<file path="config.mk">
export PLATFORM = sky130hd
export DESIGN_NAME = dbi_mem_bank_flat
export DESIGN_NICKNAME = d
export VERILOG_FILES = /design/src/verilog/dbi_pkg.sv /design/src/verilog/dbi_if.sv /design/src/verilog/dbi_mem_bank.sv /design/src/flat_wrapper.sv
export SDC_FILE = /design/constraint.sdc
export NUM_CORES = 1
export LEC_CHECK = 0
export BUFFER_PORTS_ARGS = -buffer_cell sky130_fd_sc_hd__buf_2
export CAP_MARGIN = 20
export CELL_PAD_IN_SITES_DETAIL_PLACEMENT = 0
export CELL_PAD_IN_SITES_GLOBAL_PLACEMENT = 1
export CORE_MARGIN = 1.5
export CORE_UTILIZATION = 35
export CTS_CLUSTER_SIZE = 20
export DETAILED_ROUTE_END_ITERATION = 8
export PLACE_DENSITY_LB_ADDON = 0.1
export SYNTH_ARGS = -nofsm -noshare
export SYNTH_HDL_FRONTEND = slang
export SYNTH_SLANG_ARGS = --single-unit
</file>
<file path="constraint.sdc">
create_clock -name clk_in -period 1.95 [get_ports clk_in]
set_input_delay 0.39 -clock clk_in [delete_from_list [all_inputs] [get_ports clk_in]]
set_output_delay 0.39 -clock clk_in [all_outputs]
set_load 0.01 [all_outputs]
</file>
<file path="src/verilog/dbi_pkg.sv">
// Package with command codes, timing constants and types for the bank logic.
package dbi_pkg;

  localparam int CLK_PERIOD_PS = 5000;
  localparam int T_RTP_PS      = 7500;
  localparam int T_RP_PS       = 15000;
  localparam int T_RAS_PS      = 45000;
  localparam int T_RC_PS       = 60000;
  localparam int RTP_CYC = (T_RTP_PS + CLK_PERIOD_PS - 1) / CLK_PERIOD_PS;
  localparam int RP_CYC  = (T_RP_PS + CLK_PERIOD_PS - 1) / CLK_PERIOD_PS;
  localparam int RAS_CYC = (T_RAS_PS + CLK_PERIOD_PS - 1) / CLK_PERIOD_PS;
  localparam int RC_CYC  = (T_RC_PS + CLK_PERIOD_PS - 1) / CLK_PERIOD_PS;
  localparam int CCD_CYC = 2;
  localparam int CNT_W   = 6;
  localparam int NBANK   = 4;
  localparam int A10_BIT = 10;

  localparam logic [2:0] AL_RST = 3'h0;
  localparam logic [2:0] CL_RST = 3'h3;
  localparam logic [2:0] WR_RST = 3'h3;
  localparam logic       BL8_RST = 1'h1;

  typedef enum logic [2:0]
  {
    DBI_NOP,
    DBI_ACT,
    DBI_RD,
    DBI_WR,
    DBI_PRE
  } dbi_cmd_t;

  typedef logic [CNT_W-1:0] dbi_cnt_t;

  // Cycle count from a read command to the earliest internal close.
  function automatic dbi_cnt_t dbi_rd_close(input logic [2:0] al,
                                            input logic       bl8);
    int v;
    v = int'(al) + (bl8 ? 4 : 2);
    v = v + ((RTP_CYC > 2) ? RTP_CYC : 2) - 2;
    return dbi_cnt_t'(v);
  endfunction

  function automatic dbi_cnt_t dbi_wr_close(input logic [2:0] al,
                                            input logic [2:0] cl,
                                            input logic       bl8,
                                            input logic [2:0] wr);
    int v;
    v = int'(al) + int'(cl) - 1 + (bl8 ? 4 : 2) + int'(wr);
    return dbi_cnt_t'(v);
  endfunction

endpackage

</file>
<file path="src/verilog/dbi_if.sv">
// Interface carrying the command bus between controller and memory.
`timescale 1ns/1ps
interface dbi_if;
  import dbi_pkg::*;
  dbi_cmd_t    cmd;
  logic [1:0]  ba;
  logic [12:0] addr;
  logic        bank_ready;
  logic        illegal;

  modport mem
  (
    input  cmd,
    input  ba,
    input  addr,
    output bank_ready,
    output illegal
  );
  modport ctl
  (
    output cmd,
    output ba,
    output addr,
    input  bank_ready,
    input  illegal
  );
endinterface

</file>
<file path="src/verilog/dbi_mem_bank.sv">
// Memory end: per-bank state, auto-close scheduling and command checks.
`timescale 1ns/1ps
// What this block does
// - No burst interrupt with burst length four.
// - Eight-beat read interrupted only by read.
// - Eight-beat write interrupted only by write.
// - Read interrupt exactly two cycles later.
// - Write interrupt exactly two cycles later.
// - Interrupt may target any bank.
// - Never interrupt an auto-close burst.
// - Auto-close command may interrupt plain burst.
// - Spacing uses programmed burst length only.
// - Precharge: A10 high all, else one bank.
// - Read to precharge spacing minimum.
// - Respect active time and precharge time.
// - Write to precharge spacing minimum.
// - A10 on column command selects auto-close.
// - Write auto-close waits for write recovery.
// - Auto-close postponed until active time met.
// - Read auto-close at AL plus BL/2.
// - Activate after read auto-close waits longer.
// - Close no earlier than two after prefetch.
// - Read auto-close reopen waits precharge, cycle.
// - Write auto-close reopen waits recovery, cycle.
// - Latencies derive from programmed mode values.
module dbi_mem_bank
(
  // Clock and reset.
  input  wire logic       clk_in,
  input  wire logic       arst_n_in,
  // Programmed mode values.
  input  wire logic [2:0] al_in,
  input  wire logic [2:0] cl_in,
  input  wire logic [2:0] wr_in,
  input  wire logic       bl8_in,
  // Command bus.
  dbi_if.mem              bus,
  // Bank status.
  output logic [3:0]      open_out,
  output logic            violation_out
);
  import dbi_pkg::*;

  logic [3:0] open_r;
  logic [3:0] ap_r;
  dbi_cnt_t   ras_r [NBANK];
  dbi_cnt_t   rp_r  [NBANK];
  dbi_cnt_t   rc_r  [NBANK];
  dbi_cnt_t   cls_r [NBANK];
  logic       burst_r;
  logic       burst_wr_r;
  logic       burst_ap_r;
  dbi_cnt_t   burst_cnt_r;
  dbi_cnt_t   blen;
  logic       col_cmd;
  logic       ready_r;
  logic       bad;
  logic [3:0] sel;

  assign blen    = bl8_in ? dbi_cnt_t'(4) : dbi_cnt_t'(2);
  assign col_cmd = (bus.cmd == DBI_RD) || (bus.cmd == DBI_WR);

  // Precharge bank select.
  always_comb
  begin
    sel = 4'h0;
    if (bus.addr[A10_BIT])
      sel = 4'hF;
    else
      sel[bus.ba] = 1'b1;
  end

  // Burst tracker for interrupt legality.
  always_ff @(posedge clk_in or negedge arst_n_in)
  begin
    if (!arst_n_in)
    begin
      burst_r     <= 1'b0;
      burst_wr_r  <= 1'b0;
      burst_ap_r  <= 1'b0;
      burst_cnt_r <= '0;
    end
    else if (col_cmd)
    begin
      burst_r     <= 1'b1;
      burst_wr_r  <= (bus.cmd == DBI_WR);
      burst_ap_r  <= bus.addr[A10_BIT];
      burst_cnt_r <= blen - dbi_cnt_t'(2);
    end
    else if (burst_r)
    begin
      if (burst_cnt_r == '0)
        burst_r <= 1'b0;
      else
        burst_cnt_r <= burst_cnt_r - dbi_cnt_t'(1);
    end
  end

  // Command legality against the burst in flight.
  always_comb
  begin
    bad = 1'b0;
    if (burst_r && bus.cmd != DBI_NOP)
    begin
      if (!bl8_in || burst_ap_r)
        bad = 1'b1;
      else if (burst_wr_r ? (bus.cmd != DBI_WR) : (bus.cmd != DBI_RD))
        bad = 1'b1;
      else if (burst_cnt_r != dbi_cnt_t'(blen - CCD_CYC - 1))
        bad = 1'b1;
    end
    for (int i = 0; i < NBANK; i++)
    begin
      if (bus.cmd == DBI_PRE && sel[i] && open_r[i]
          && (ras_r[i] > dbi_cnt_t'(1) || cls_r[i] > dbi_cnt_t'(1)))
        bad = 1'b1;
      if (bus.cmd == DBI_ACT && bus.ba == 2'(i)
          && (open_r[i] || rp_r[i] > dbi_cnt_t'(1)
              || rc_r[i] > dbi_cnt_t'(1)))
        bad = 1'b1;
      if (col_cmd && bus.ba == 2'(i) && (!open_r[i] || ap_r[i]))
        bad = 1'b1;
    end
  end

  // Per-bank state machine and counters.
  always_ff @(posedge clk_in or negedge arst_n_in)
  begin
    if (!arst_n_in)
    begin
      open_r <= 4'h0;
      ap_r   <= 4'h0;
      for (int i = 0; i < NBANK; i++)
      begin
        ras_r[i] <= '0;
        rp_r[i]  <= '0;
        rc_r[i]  <= '0;
        cls_r[i] <= '0;
      end
    end
    else
    begin
      for (int i = 0; i < NBANK; i++)
      begin
        if (ras_r[i] != '0)
          ras_r[i] <= ras_r[i] - dbi_cnt_t'(1);
        if (rp_r[i] != '0)
          rp_r[i] <= rp_r[i] - dbi_cnt_t'(1);
        if (rc_r[i] != '0)
          rc_r[i] <= rc_r[i] - dbi_cnt_t'(1);
        if (cls_r[i] != '0)
          cls_r[i] <= cls_r[i] - dbi_cnt_t'(1);
        if (ap_r[i] && cls_r[i] <= dbi_cnt_t'(1)
            && ras_r[i] <= dbi_cnt_t'(1))
        begin
          open_r[i] <= 1'b0;
          ap_r[i]   <= 1'b0;
          rp_r[i]   <= dbi_cnt_t'(RP_CYC);
        end
        if (bus.cmd == DBI_ACT && bus.ba == 2'(i))
        begin
          open_r[i] <= 1'b1;
          ras_r[i]  <= dbi_cnt_t'(RAS_CYC);
          rc_r[i]   <= dbi_cnt_t'(RC_CYC);
        end
        else if (bus.cmd == DBI_PRE && sel[i])
        begin
          open_r[i] <= 1'b0;
          ap_r[i]   <= 1'b0;
          rp_r[i]   <= dbi_cnt_t'(RP_CYC);
        end
        else if (bus.cmd == DBI_RD && bus.ba == 2'(i))
        begin
          cls_r[i] <= dbi_rd_close(al_in, bl8_in);
          ap_r[i]  <= bus.addr[A10_BIT];
        end
        else if (bus.cmd == DBI_WR && bus.ba == 2'(i))
        begin
          cls_r[i] <= dbi_wr_close(al_in, cl_in, bl8_in, wr_in);
          ap_r[i]  <= bus.addr[A10_BIT];
        end
      end
    end
  end

  // Registered status outputs.
  always_ff @(posedge clk_in or negedge arst_n_in)
  begin
    if (!arst_n_in)
    begin
      open_out      <= 4'h0;
      violation_out <= 1'b0;
      ready_r       <= 1'b0;
    end
    else
    begin
      open_out      <= open_r;
      violation_out <= bad;
      ready_r       <= !burst_r && !col_cmd;
    end
  end

  assign bus.bank_ready = ready_r;
  assign bus.illegal    = violation_out;

endmodule

</file>
<file path="src/flat_wrapper.sv">
// flat-port wrapper written by rule: the top's interface ports become plain ports
module dbi_mem_bank_flat import dbi_pkg::*;
  (clk_in, arst_n_in, al_in, cl_in, wr_in, bl8_in, open_out, violation_out, bus_cmd, bus_ba, bus_addr, bus_bank_ready, bus_illegal);
  dbi_if bus_i ();
  input  wire logic clk_in;
  input  wire logic arst_n_in;
  input  wire logic [2:0] al_in;
  input  wire logic [2:0] cl_in;
  input  wire logic [2:0] wr_in;
  input  wire logic bl8_in;
  output logic [3:0] open_out;
  output logic violation_out;
  input wire logic [$bits(bus_i.cmd)-1:0] bus_cmd;
  input wire logic [$bits(bus_i.ba)-1:0] bus_ba;
  input wire logic [$bits(bus_i.addr)-1:0] bus_addr;
  output wire logic [$bits(bus_i.bank_ready)-1:0] bus_bank_ready;
  output wire logic [$bits(bus_i.illegal)-1:0] bus_illegal;
  assign bus_i.cmd = bus_cmd;
  assign bus_i.ba = bus_ba;
  assign bus_i.addr = bus_addr;
  assign bus_bank_ready = bus_i.bank_ready;
  assign bus_illegal = bus_i.illegal;
  dbi_mem_bank u_core (.clk_in(clk_in), .arst_n_in(arst_n_in), .al_in(al_in), .cl_in(cl_in), .wr_in(wr_in), .bl8_in(bl8_in), .bus(bus_i), .open_out(open_out), .violation_out(violation_out));
endmodule
</file>
## Word level (Yosys, flattened, before mapping)

Cells that the tools add are included.

- Flip-flop bits (word level): 119
- Bits of input ports: 30

- Reductions and logical operators: 105
- Order comparisons: 26
- Muxes and demuxes: 112
- Add/sub/neg operators: 27
- Equality and inequality tests: 11

Operator list:

| kind | count |
|---|---|
| $mux 6 | 55 |
| $sub 6x1->6 const B | 18 |
| $gt 6x1->1 const B | 16 |
| $reduce_bool 6->1 | 16 |
| $mux 1 | 53 |
| $le 6x1->1 const B | 8 |
| $logic_and 1x1->1 | 47 |
| $logic_or 1x1->1 | 18 |
| $reduce_bool 2->1 | 9 |
| $sub 6x2->6 const B | 3 |
| $reduce_bool 3->1 | 5 |
| $logic_not 1->1 | 7 |
| $add 4x6->6 | 1 |
| $add 6x3->6 const B | 1 |
| $add 6x4->6 | 1 |
| $add 6x6->6 | 1 |
| $eq 3x2->1 const B | 2 |
| $logic_not 6->1 | 1 |
| $mux 3 | 2 |
| $ne 3x2->1 const B | 2 |
| $ne 6x6->1 | 1 |
| $sub 6x3->6 const B | 1 |
| $add 3x3->4 | 1 |
| $eq 2x2->1 const B | 2 |
| other kinds (10) | 10 |

## Depth between registers and ports, before layout

Gate-level depths: netlist (run 1).

- Word-level depth: 20
- Depth in mapped cells: 13
- Gate-level depth less buffers: 13

## Least setup slack after synthesis (run 1)

OpenSTA, ideal clock, no wires.

- Path kind: in2reg
- Start: input al_in[0]
- End: register u_core.cls_r[21] (netlist name)
- Path slack: -1.074 ns
- Required time: 1.816 ns
- Arrival time: 2.890 ns
- Buffers on the path: 0
- Stages on the path: 13
- Cells stage by stage: ha_1 > inv_1 > fa_1 > xor2_1 > ha_1 > fa_1 > inv_1 > ha_1 > inv_1 > fa_1 > inv_1 > mux2i_1 > o22ai_1

- Word-level cells in the longest chain between the ends: 8
- Elaborated cells between the ends (all ways): 11
- Classes of those cells: add/sub: 7; mux: 4

RTL lines:

| item | line | source |
|---|---|---|
| start, declared | flat_wrapper.sv:7 | `input wire logic [2:0] al_in;` |
| $add 3x3->4 | dbi_pkg.sv:48 | `v = int'(al) + int'(cl) - 1 + (bl8 ? 4 : 2) + int'(wr);` |
| $sub 6x2->6 | dbi_pkg.sv:48 |  |
| $add 6x6->6 | dbi_pkg.sv:48 |  |
| $add 6x4->6 | dbi_pkg.sv:48 |  |
| $mux 6 | dbi_mem_bank.sv:177 | `else if (bus.cmd == DBI_WR && bus.ba == 2'(i))` |
| $mux 6 (*) | dbi_mem_bank.sv:172 | `else if (bus.cmd == DBI_RD && bus.ba == 2'(i))` |
| $mux 6 (*) | dbi_mem_bank.sv:166 | `else if (bus.cmd == DBI_PRE && sel[i])` |
| $mux 6 (*) | dbi_mem_bank.sv:160 | `if (bus.cmd == DBI_ACT && bus.ba == 2'(i))` |
| end signal, assigned by index | dbi_mem_bank.sv:152 | `cls_r[i] <= cls_r[i] - dbi_cnt_t'(1);` |
| end signal, assigned by index | dbi_mem_bank.sv:174 | `cls_r[i] <= dbi_rd_close(al_in, bl8_in);` |
| end signal, assigned by index | dbi_mem_bank.sv:179 | `cls_r[i] <= dbi_wr_close(al_in, cl_in, bl8_in, wr_in);` |
| end, declared | dbi_mem_bank.sv:49 | `dbi_cnt_t cls_r [NBANK];` |

Every way passes the cells marked *; elsewhere a longest branch is shown, timed or not.
A chain may end at the register's enable or synchronous reset.

## Final worst setup path (run 1)

- Start: input al_in[0]
- End: register u_core.cls_r[15] (netlist name)

Same word-level chain as after synthesis.

==> flow_summary.toml, run 1 <==
[floorplan]
core_region_area_um2 = 18800
num_rows = 50
die_w_um = 142
fp.dieH_um = 142
io_pins = 37
start_util = 0.359
die-area_um2 = 20200

[run_status]
violations = "setup timing"
status = "complete, but fails checks"

[clock_tree]
clock_sinks = 119
cts_tree = "done"
clk_path_buf_depth = 2
clk_latency_ns = 0.41
htree_levels = 4
numCtsBuffers = 17
clockRootBuffer = "clkbuf_16"
cts.clk_slew.worst_paths_ns = 0.05

[setup_path]
criticalPathCategory = "in2reg"
worstPathMaxFanout = 4
worst-endpoint-arrival_ns = 2.96
crit_path_end_kind = "flip-flop"
worst_ep_required_time_ns = 2.22
cp-start-kind = "primary input"

[synth]
netlist_area_um2 = 6770
avgSynthCellArea_um2 = 9.44
synthCells = 717
ys_async_sr_fraction = 1.00
ys_warn_count = 0
ys_seq_area_frac = 0.440
yosys.cell_types.count = 57
synth_edf_count = 0
synthesis.nets = 807
ys_seq_elements = 119
ys.flop_type = "dfrtp_1"

[pwr]
internal_power_mw = 8.28
p_seq_frac = 0.355
p_sw_frac = 0.373
clkPwrFrac = 0.236
power_leakage_nw = 3.91
combPwrFrac = 0.408
powerDensity_nw_per_um2 = 1580
vdd_drop_max_uv = 686
p_sw_mw = 4.93

[finish]
drive_gt1_frac = 0.179
antenna_cells = 0
multi_input_area_um2 = 3660
layout.area.seq_um2 = 2980
fin_nets = 897
fill_cells = 1869
syn_to_final_growth_pct = 23.7

[routing]
drc = 0
ant_nets = 0
vias_per_cell = 4.84
dr.pass1.iters = 4
drt_iter0_drc = 220
wire_per_inst_um = 14.0
drt_wl_total_um = 15100
routed-via-count = 5232

[sta]
setup_viol_count_final = 20
finalHoldViolCount = 0
max_freq_mhz = 372
rsz0062_at_grt = "true"
relSlewSlack = 0.648
worstMarginPinSlew_ns = 0.524
whs_ns = 0.362
period_share = 1.38
min_period_ns = 2.69
slew_violations = 0
finalClockSkew_ns = 0.00540
setup_slack_ns = -0.736

[global_route]
grt_pass1_wl_um = 26100
track_usage = 0.163
grt_overflow = 0
grt_antenna_before_repair = 0
grt_max_degree = 46
grt_pass1_vias = 5470

[min_path]
hp-class = "in2reg"

[place]
io_buffers = 24
pre_cts_ws_ns = -1.31
gp_congestion = 0.814
place_hpwl_um = 11300

[flow_run]
drv_cap = 0
-- sequential cells by signal, indices dropped and copies added, names as in the netlist --
register               flops
u_core.ap_r                4
u_core.burst_ap_r          1
u_core.burst_cnt_r         6
u_core.burst_r             1
u_core.burst_wr_r          1
u_core.bus.bank_ready      1
u_core.bus.illegal         1
u_core.cls_r              24
u_core.open_out            4
u_core.open_r              4
u_core.ras_r              24
u_core.rc_r               24
u_core.rp_r               24
-- final timing paths --
check | from | endpoint | slack (ns) | depth (start not counted)
setup reg to reg | u_core.ras_r[15]$_DFFE_PN0P_ | u_core.bus.illegal$_DFF_PN0_ | 0.13 | 5
hold / removal | bus_addr[10] | u_core.burst_ap_r$_DFFE_PN0P_ | 0.36 | 2
setup / recovery | al_in[0] | u_core.cls_r[15]$_DFF_PN0_ | -0.74 | 14
hold reg to reg | u_core.open_r[1]$_DFFE_PN0P_ | u_core.open_out[1]$_DFF_PN0_ | 0.49 | 0
min in group asynchronous | arst_n_in | u_core.ras_r[16]$_DFFE_PN0P_ | 0.38 | 2
max in group asynchronous | arst_n_in | u_core.burst_cnt_r[4]$_DFFE_PN0P_ | 1.01 | 3
-- metal layers --
metal / part of all wire / wire, um / GRT usage / up-vias
li1: - / - / - / 2635
met1: 0.49 / 7420 / 0.211 / 2543
met2: 0.48 / 7200 / 0.275 / 47
met3: 0.025 / 376 / 0.0353 / 7
met4: 0.0085 / 129 / 0.0477 / 0
met5: 0 / 0 / 0 / -
-- logic make-up (layout without fill, tap and decap cells) --
family / count (synthesis) / count (layout) / share of synthesized area
xor gates and xnor gates: 66 / 66 / 0.0854
AOI/OAI and AO/OA: 111 / 111 / 0.100
DFF: 119 / 119 / 0.440
adders and majority gates: 60 / 60 / 0.116
muxes: 8 / 8 / 0.0124
buffers and inverters: 67 / 170 / 0.0381
and+or+nand+nor: 286 / 286 / 0.207
-- synth_stat cells (all sizes together) (3+ instances only) --
| library cell | count | area (um2) |
|---|---|---|
| dfrtp | 119 | 2980 |
| nor2 | 86 | 323 |
| nand2 | 82 | 308 |
| ha | 55 | 688 |
| inv | 54 | 203 |
| xnor2 | 40 | 350 |
| a21oi | 37 | 185 |
| o21ai | 28 | 140 |
| nor3 | 27 | 140 |
| xor2 | 26 | 228 |
| nand3 | 18 | 90.1 |
| nor4 | 17 | 113 |
| and2 | 12 | 75.1 |
| a211oi | 11 | 82.6 |
| clkbuf | 9 | 33.8 |
| nor3b | 8 | 65.1 |
| nand4b | 7 | 61.3 |
| nor2b | 7 | 43.8 |
| o22ai | 7 | 43.8 |
| and3 | 5 | 31.3 |
| fa | 5 | 100 |
| mux2i | 5 | 50.1 |
| buf | 4 | 21.3 |
| o22a | 4 | 35.0 |
| o32ai | 4 | 35.0 |
| a31oi | 3 | 18.8 |
| mux2 | 3 | 33.8 |
| nor4b | 3 | 41.3 |
| o211ai | 3 | 22.5 |
| o21a | 3 | 22.5 |
| or3 | 3 | 18.8 |
-- layout by cell type (no fill, tap or decap), types with 21 or more instances in the layout --
cell / n
dfrtp_1: 119
nor2_1: 85
nand2_1: 81
buf_4: 58
ha_1: 52
inv_1: 49
xnor2_1: 39
a21oi_1: 31
xor2_1: 26
nor3_1: 26
buf_2: 21
-- metrics by stage --
step	cell area, um2	util	total power [mW]	setup TNS [ns]	std cells
after floorplan	6830	-	8.37	-13.30	717
after CTS	8340	0.443	13.3	-9.22	1080
after global routing	8370	0.445	14.4	-10.36	1080
final	8370	0.445	13.2	-9.31	1080
after global placement	7680	0.408	9.83	-17.91	1046
after detailed placement	7680	0.408	10.0	-19.40	1046
-- worst max-delay path, stage by stage --
cell,delay [ns]
buf_8,0.08
ha_4,0.12
inv_2,0.03
fa_2,0.33
xor2_1,0.15
ha_1,0.31
fa_2,0.44
inv_2,0.08
ha_4,0.13
inv_2,0.03
fa_1,0.49
inv_2,0.05
mux2i_4,0.21
o22ai_2,0.11
-- power by group through the flow --
stage | registers (mW) | logic (mW) | clock network, mW
after floorplan | 4.54 | 3.83 | 0
after global placement | 4.69 | 5.15 | 0
after detailed placement | 4.71 | 5.33 | 0
after CTS | 4.68 | 5.44 | 3.20
after global routing | 4.88 | 6.20 | 3.33
final | 4.70 | 5.39 | 3.12
-- final cells by class --
cell class	count	area share
sequential	119	0.356
timing repair buffer	84	0.0737
inverter	54	0.0242
tap	260	0.0389
clock buffer	24	0.0587
clock inverter	8	0.0114
multi-input combinational	531	0.438
-- what timing repair did --
action / 4_1_cts / 5_1_grt
hold endpoints to repair: 12 / 0
hold buffers: 1 / 0
setup endpoints to repair: 20 / 27
gates resized for setup: 13 / 7
setup buffers: 1 / 0
pin swaps: 12 / 6
(Power assumes the default switching activity.)
==> run 2, diff against run 1 <==
- CORE_UTILIZATION: 35 -> 40
==> run 2 against run 1 <==
Net effect:
- the run still ends with setup timing left
- first-iteration DRC count up 16%
- routed wire length down 5.0%
- register-to-register slack worse by 0.08 ns
- flip-flop and latch count unchanged
- non-clock buffer count down 13
- largest cell class unchanged
- largest power group unchanged
- highest routed layer unchanged
==> flow_summary.toml, run 2 (synthesis results as in run 1) <==
[sta]
whs_ns = 0.323
min_period_ns = 2.64
setup_slack_ns = -0.686
max_freq_mhz = 379
setup_viol_count_final = 20
setup_tns_ns = -8.82
relSlewSlack = 0.638
worstMarginPinSlew_ns = 0.541
finalClockSkew_ns = 0.00748
rsz0062_at_grt = "true"
period_share = 1.35
slew_violations = 0
finalHoldViolCount = 0

[clock_tree]
htree_levels = 4
numCtsBuffers = 17
clock_sinks = 119
cts_tree = "done"
clockRootBuffer = "clkbuf_16"
cts.clk_slew.worst_paths_ns = 0.05
clk_latency_ns = 0.42
clk_path_buf_depth = 2

[global_route]
grt_pass1_vias = 5175
met1_usage = 0.242
met3_usage = 0.0418
grt_overflow = 0
grt_max_degree = 61
grt_antenna_before_repair = 0
track_usage = 0.179
top_usage_layer = "met2"
grt_pass1_wl_um = 25200
grt_use_met2 = 0.280

[setup_path]
r2r_cells = 5
cpMaxStageDelayCell = "fa_1"
crit_path_end_kind = "flip-flop"
path_depth = 14
worst_ep_required_time_ns = 2.24
critPathMostFrequentCell = "inv_2"
crit_chain = "buf_8 > ha_4 > inv_2 > fa_2 > xor2_1 > ha_1 > fa_2 > inv_2 > ha_4 > inv_2 > fa_1 > inv_2 > mux2i_4 > o22ai_1"
regToRegSetupSlack_ns = 0.05
max_stage_delay_ns = 0.48
cp_num_buf_inv = 5
criticalPathCategory = "in2reg"
reg2reg_from = "u_core.ras_r[15]$_DFFE_PN0P_"
worstPathMaxFanout = 4
timing.rr.end = "u_core.bus.illegal$_DFF_PN0_"
worst-endpoint-arrival_ns = 2.92
cp-start-kind = "primary input"
cpLargestDelayFamily = "adder cells"

[routing]
drt_wl_total_um = 14400
ant_nets = 0
dr.pass1.iters = 4
routed-via-count = 5210
vias_per_cell = 5.07
wire_per_inst_um = 14.0
drt_iter0_drc = 255
drc = 0

[finish]
final_common_cell = "dfrtp_1"
layout.area.seq_um2 = 2980
fin_nets = 884
drive_gt1_frac = 0.159
syn_to_final_growth_pct = 21.6
layout_common_cells = "dfrtp_1 (119), nor2_1 (86), nand2_1 (81)"
antenna_cells = 0
fill_cells = 1590
instances_no_fill = 1027
multi_input_area_um2 = 3640
final_util = 0.496

[pwr]
powerDensity_nw_per_um2 = 1600
power_leakage_nw = 3.86
vdd_drop_max_uv = 722
power_mw = 13.1

[floorplan]
start_util = 0.408
die_w_um = 133
num_rows = 47
io_pins = 37
fp.dieH_um = 133
die-area_um2 = 17700
core_region_area_um2 = 16600

[flow_run]
drv_cap = 0

[run_status]
status = "complete, but fails checks"
violations = "setup timing"

[min_path]
hp-class = "in2async"

[place]
io_buffers = 24
gp_congestion = 0.789
place_hpwl_um = 10400
placed_cells = 989
run 2: cell types whose count changed in the layout (fill, tap and decap cells not counted), sizes merged:
cell / before / now
bufinv: 2 / 4
clkinvlp: 2 / 1
buf: 83 / 70
clkbuf: 24 / 23
run 2: area by class of cell:
type | count | share of cell area
sequential | 119 | 0.362
clock buffer | 23 | 0.0568
tap | 220 | 0.0334
inverter | 54 | 0.0246
clock inverter | 9 | 0.0179
multi-input combinational | 531 | 0.442
timing repair buffer | 71 | 0.0631
run 2: where the power goes:
group | switching (mW) | internal [mW]
Sequential | 1.14 | 3.64
Combinational | 2.58 | 2.48
Clock | 1.10 | 2.19
Total | 4.82 | 8.31
run 2: what timing repair did:
| action | CTS | global route |
|---|---|---|
| resized for setup | 7 | 9 |
| endpoints found under the setup margin | 20 | 26 |
| pin swaps | 7 | 3 |
| gates cloned | 0 | 0 |
| buffers inserted | 1 | 4 |
| hold endpoints to repair | 4 | 0 |
| hold buffers | 1 | 0 |
run 2: worst max-delay path by stage:
stage / slack [ns] / endpoint / start
after floorplan: -0.93 / u_core.cls_r[21]$_DFF_PN0_ / al_in[0]
after global placement: -1.16 / u_core.cls_r[3]$_DFF_PN0_ / al_in[0]
after detailed placement: -1.22 / u_core.cls_r[21]$_DFF_PN0_ / al_in[0]
after CTS: -0.66 / u_core.cls_r[15]$_DFF_PN0_ / al_in[0]
after global routing: -0.74 / u_core.cls_r[15]$_DFF_PN0_ / al_in[0]
final: -0.69 / u_core.cls_r[15]$_DFF_PN0_ / al_in[0]
run 2: per-stage QoR:
step / instance area (um2) / setup WS (ns)
5_1_grt: 8230 / -0.742
2_1_floorplan: 6830 / -0.926
6_report: 8230 / -0.686
3_5_place_dp: 7500 / -1.22
4_1_cts: 8160 / -0.661
3_3_place_gp: 7500 / -1.16
run 2: layer usage:
layer  share of wire  up-vias
li1                -     2617
met1            0.49     2503
met2            0.46       71
met3           0.030       19
met4           0.020        0
met5               0        -
run 2: worst register-to-register path: cells and delay by family (launching register included):
| family | cells | cell delay (ns) |
|---|---|---|
| AOI/OAI and AO/OA | 2 | 0.31 |
| DFF | 1 | 0.39 |
| and+or+nand+nor | 3 | 1.05 |
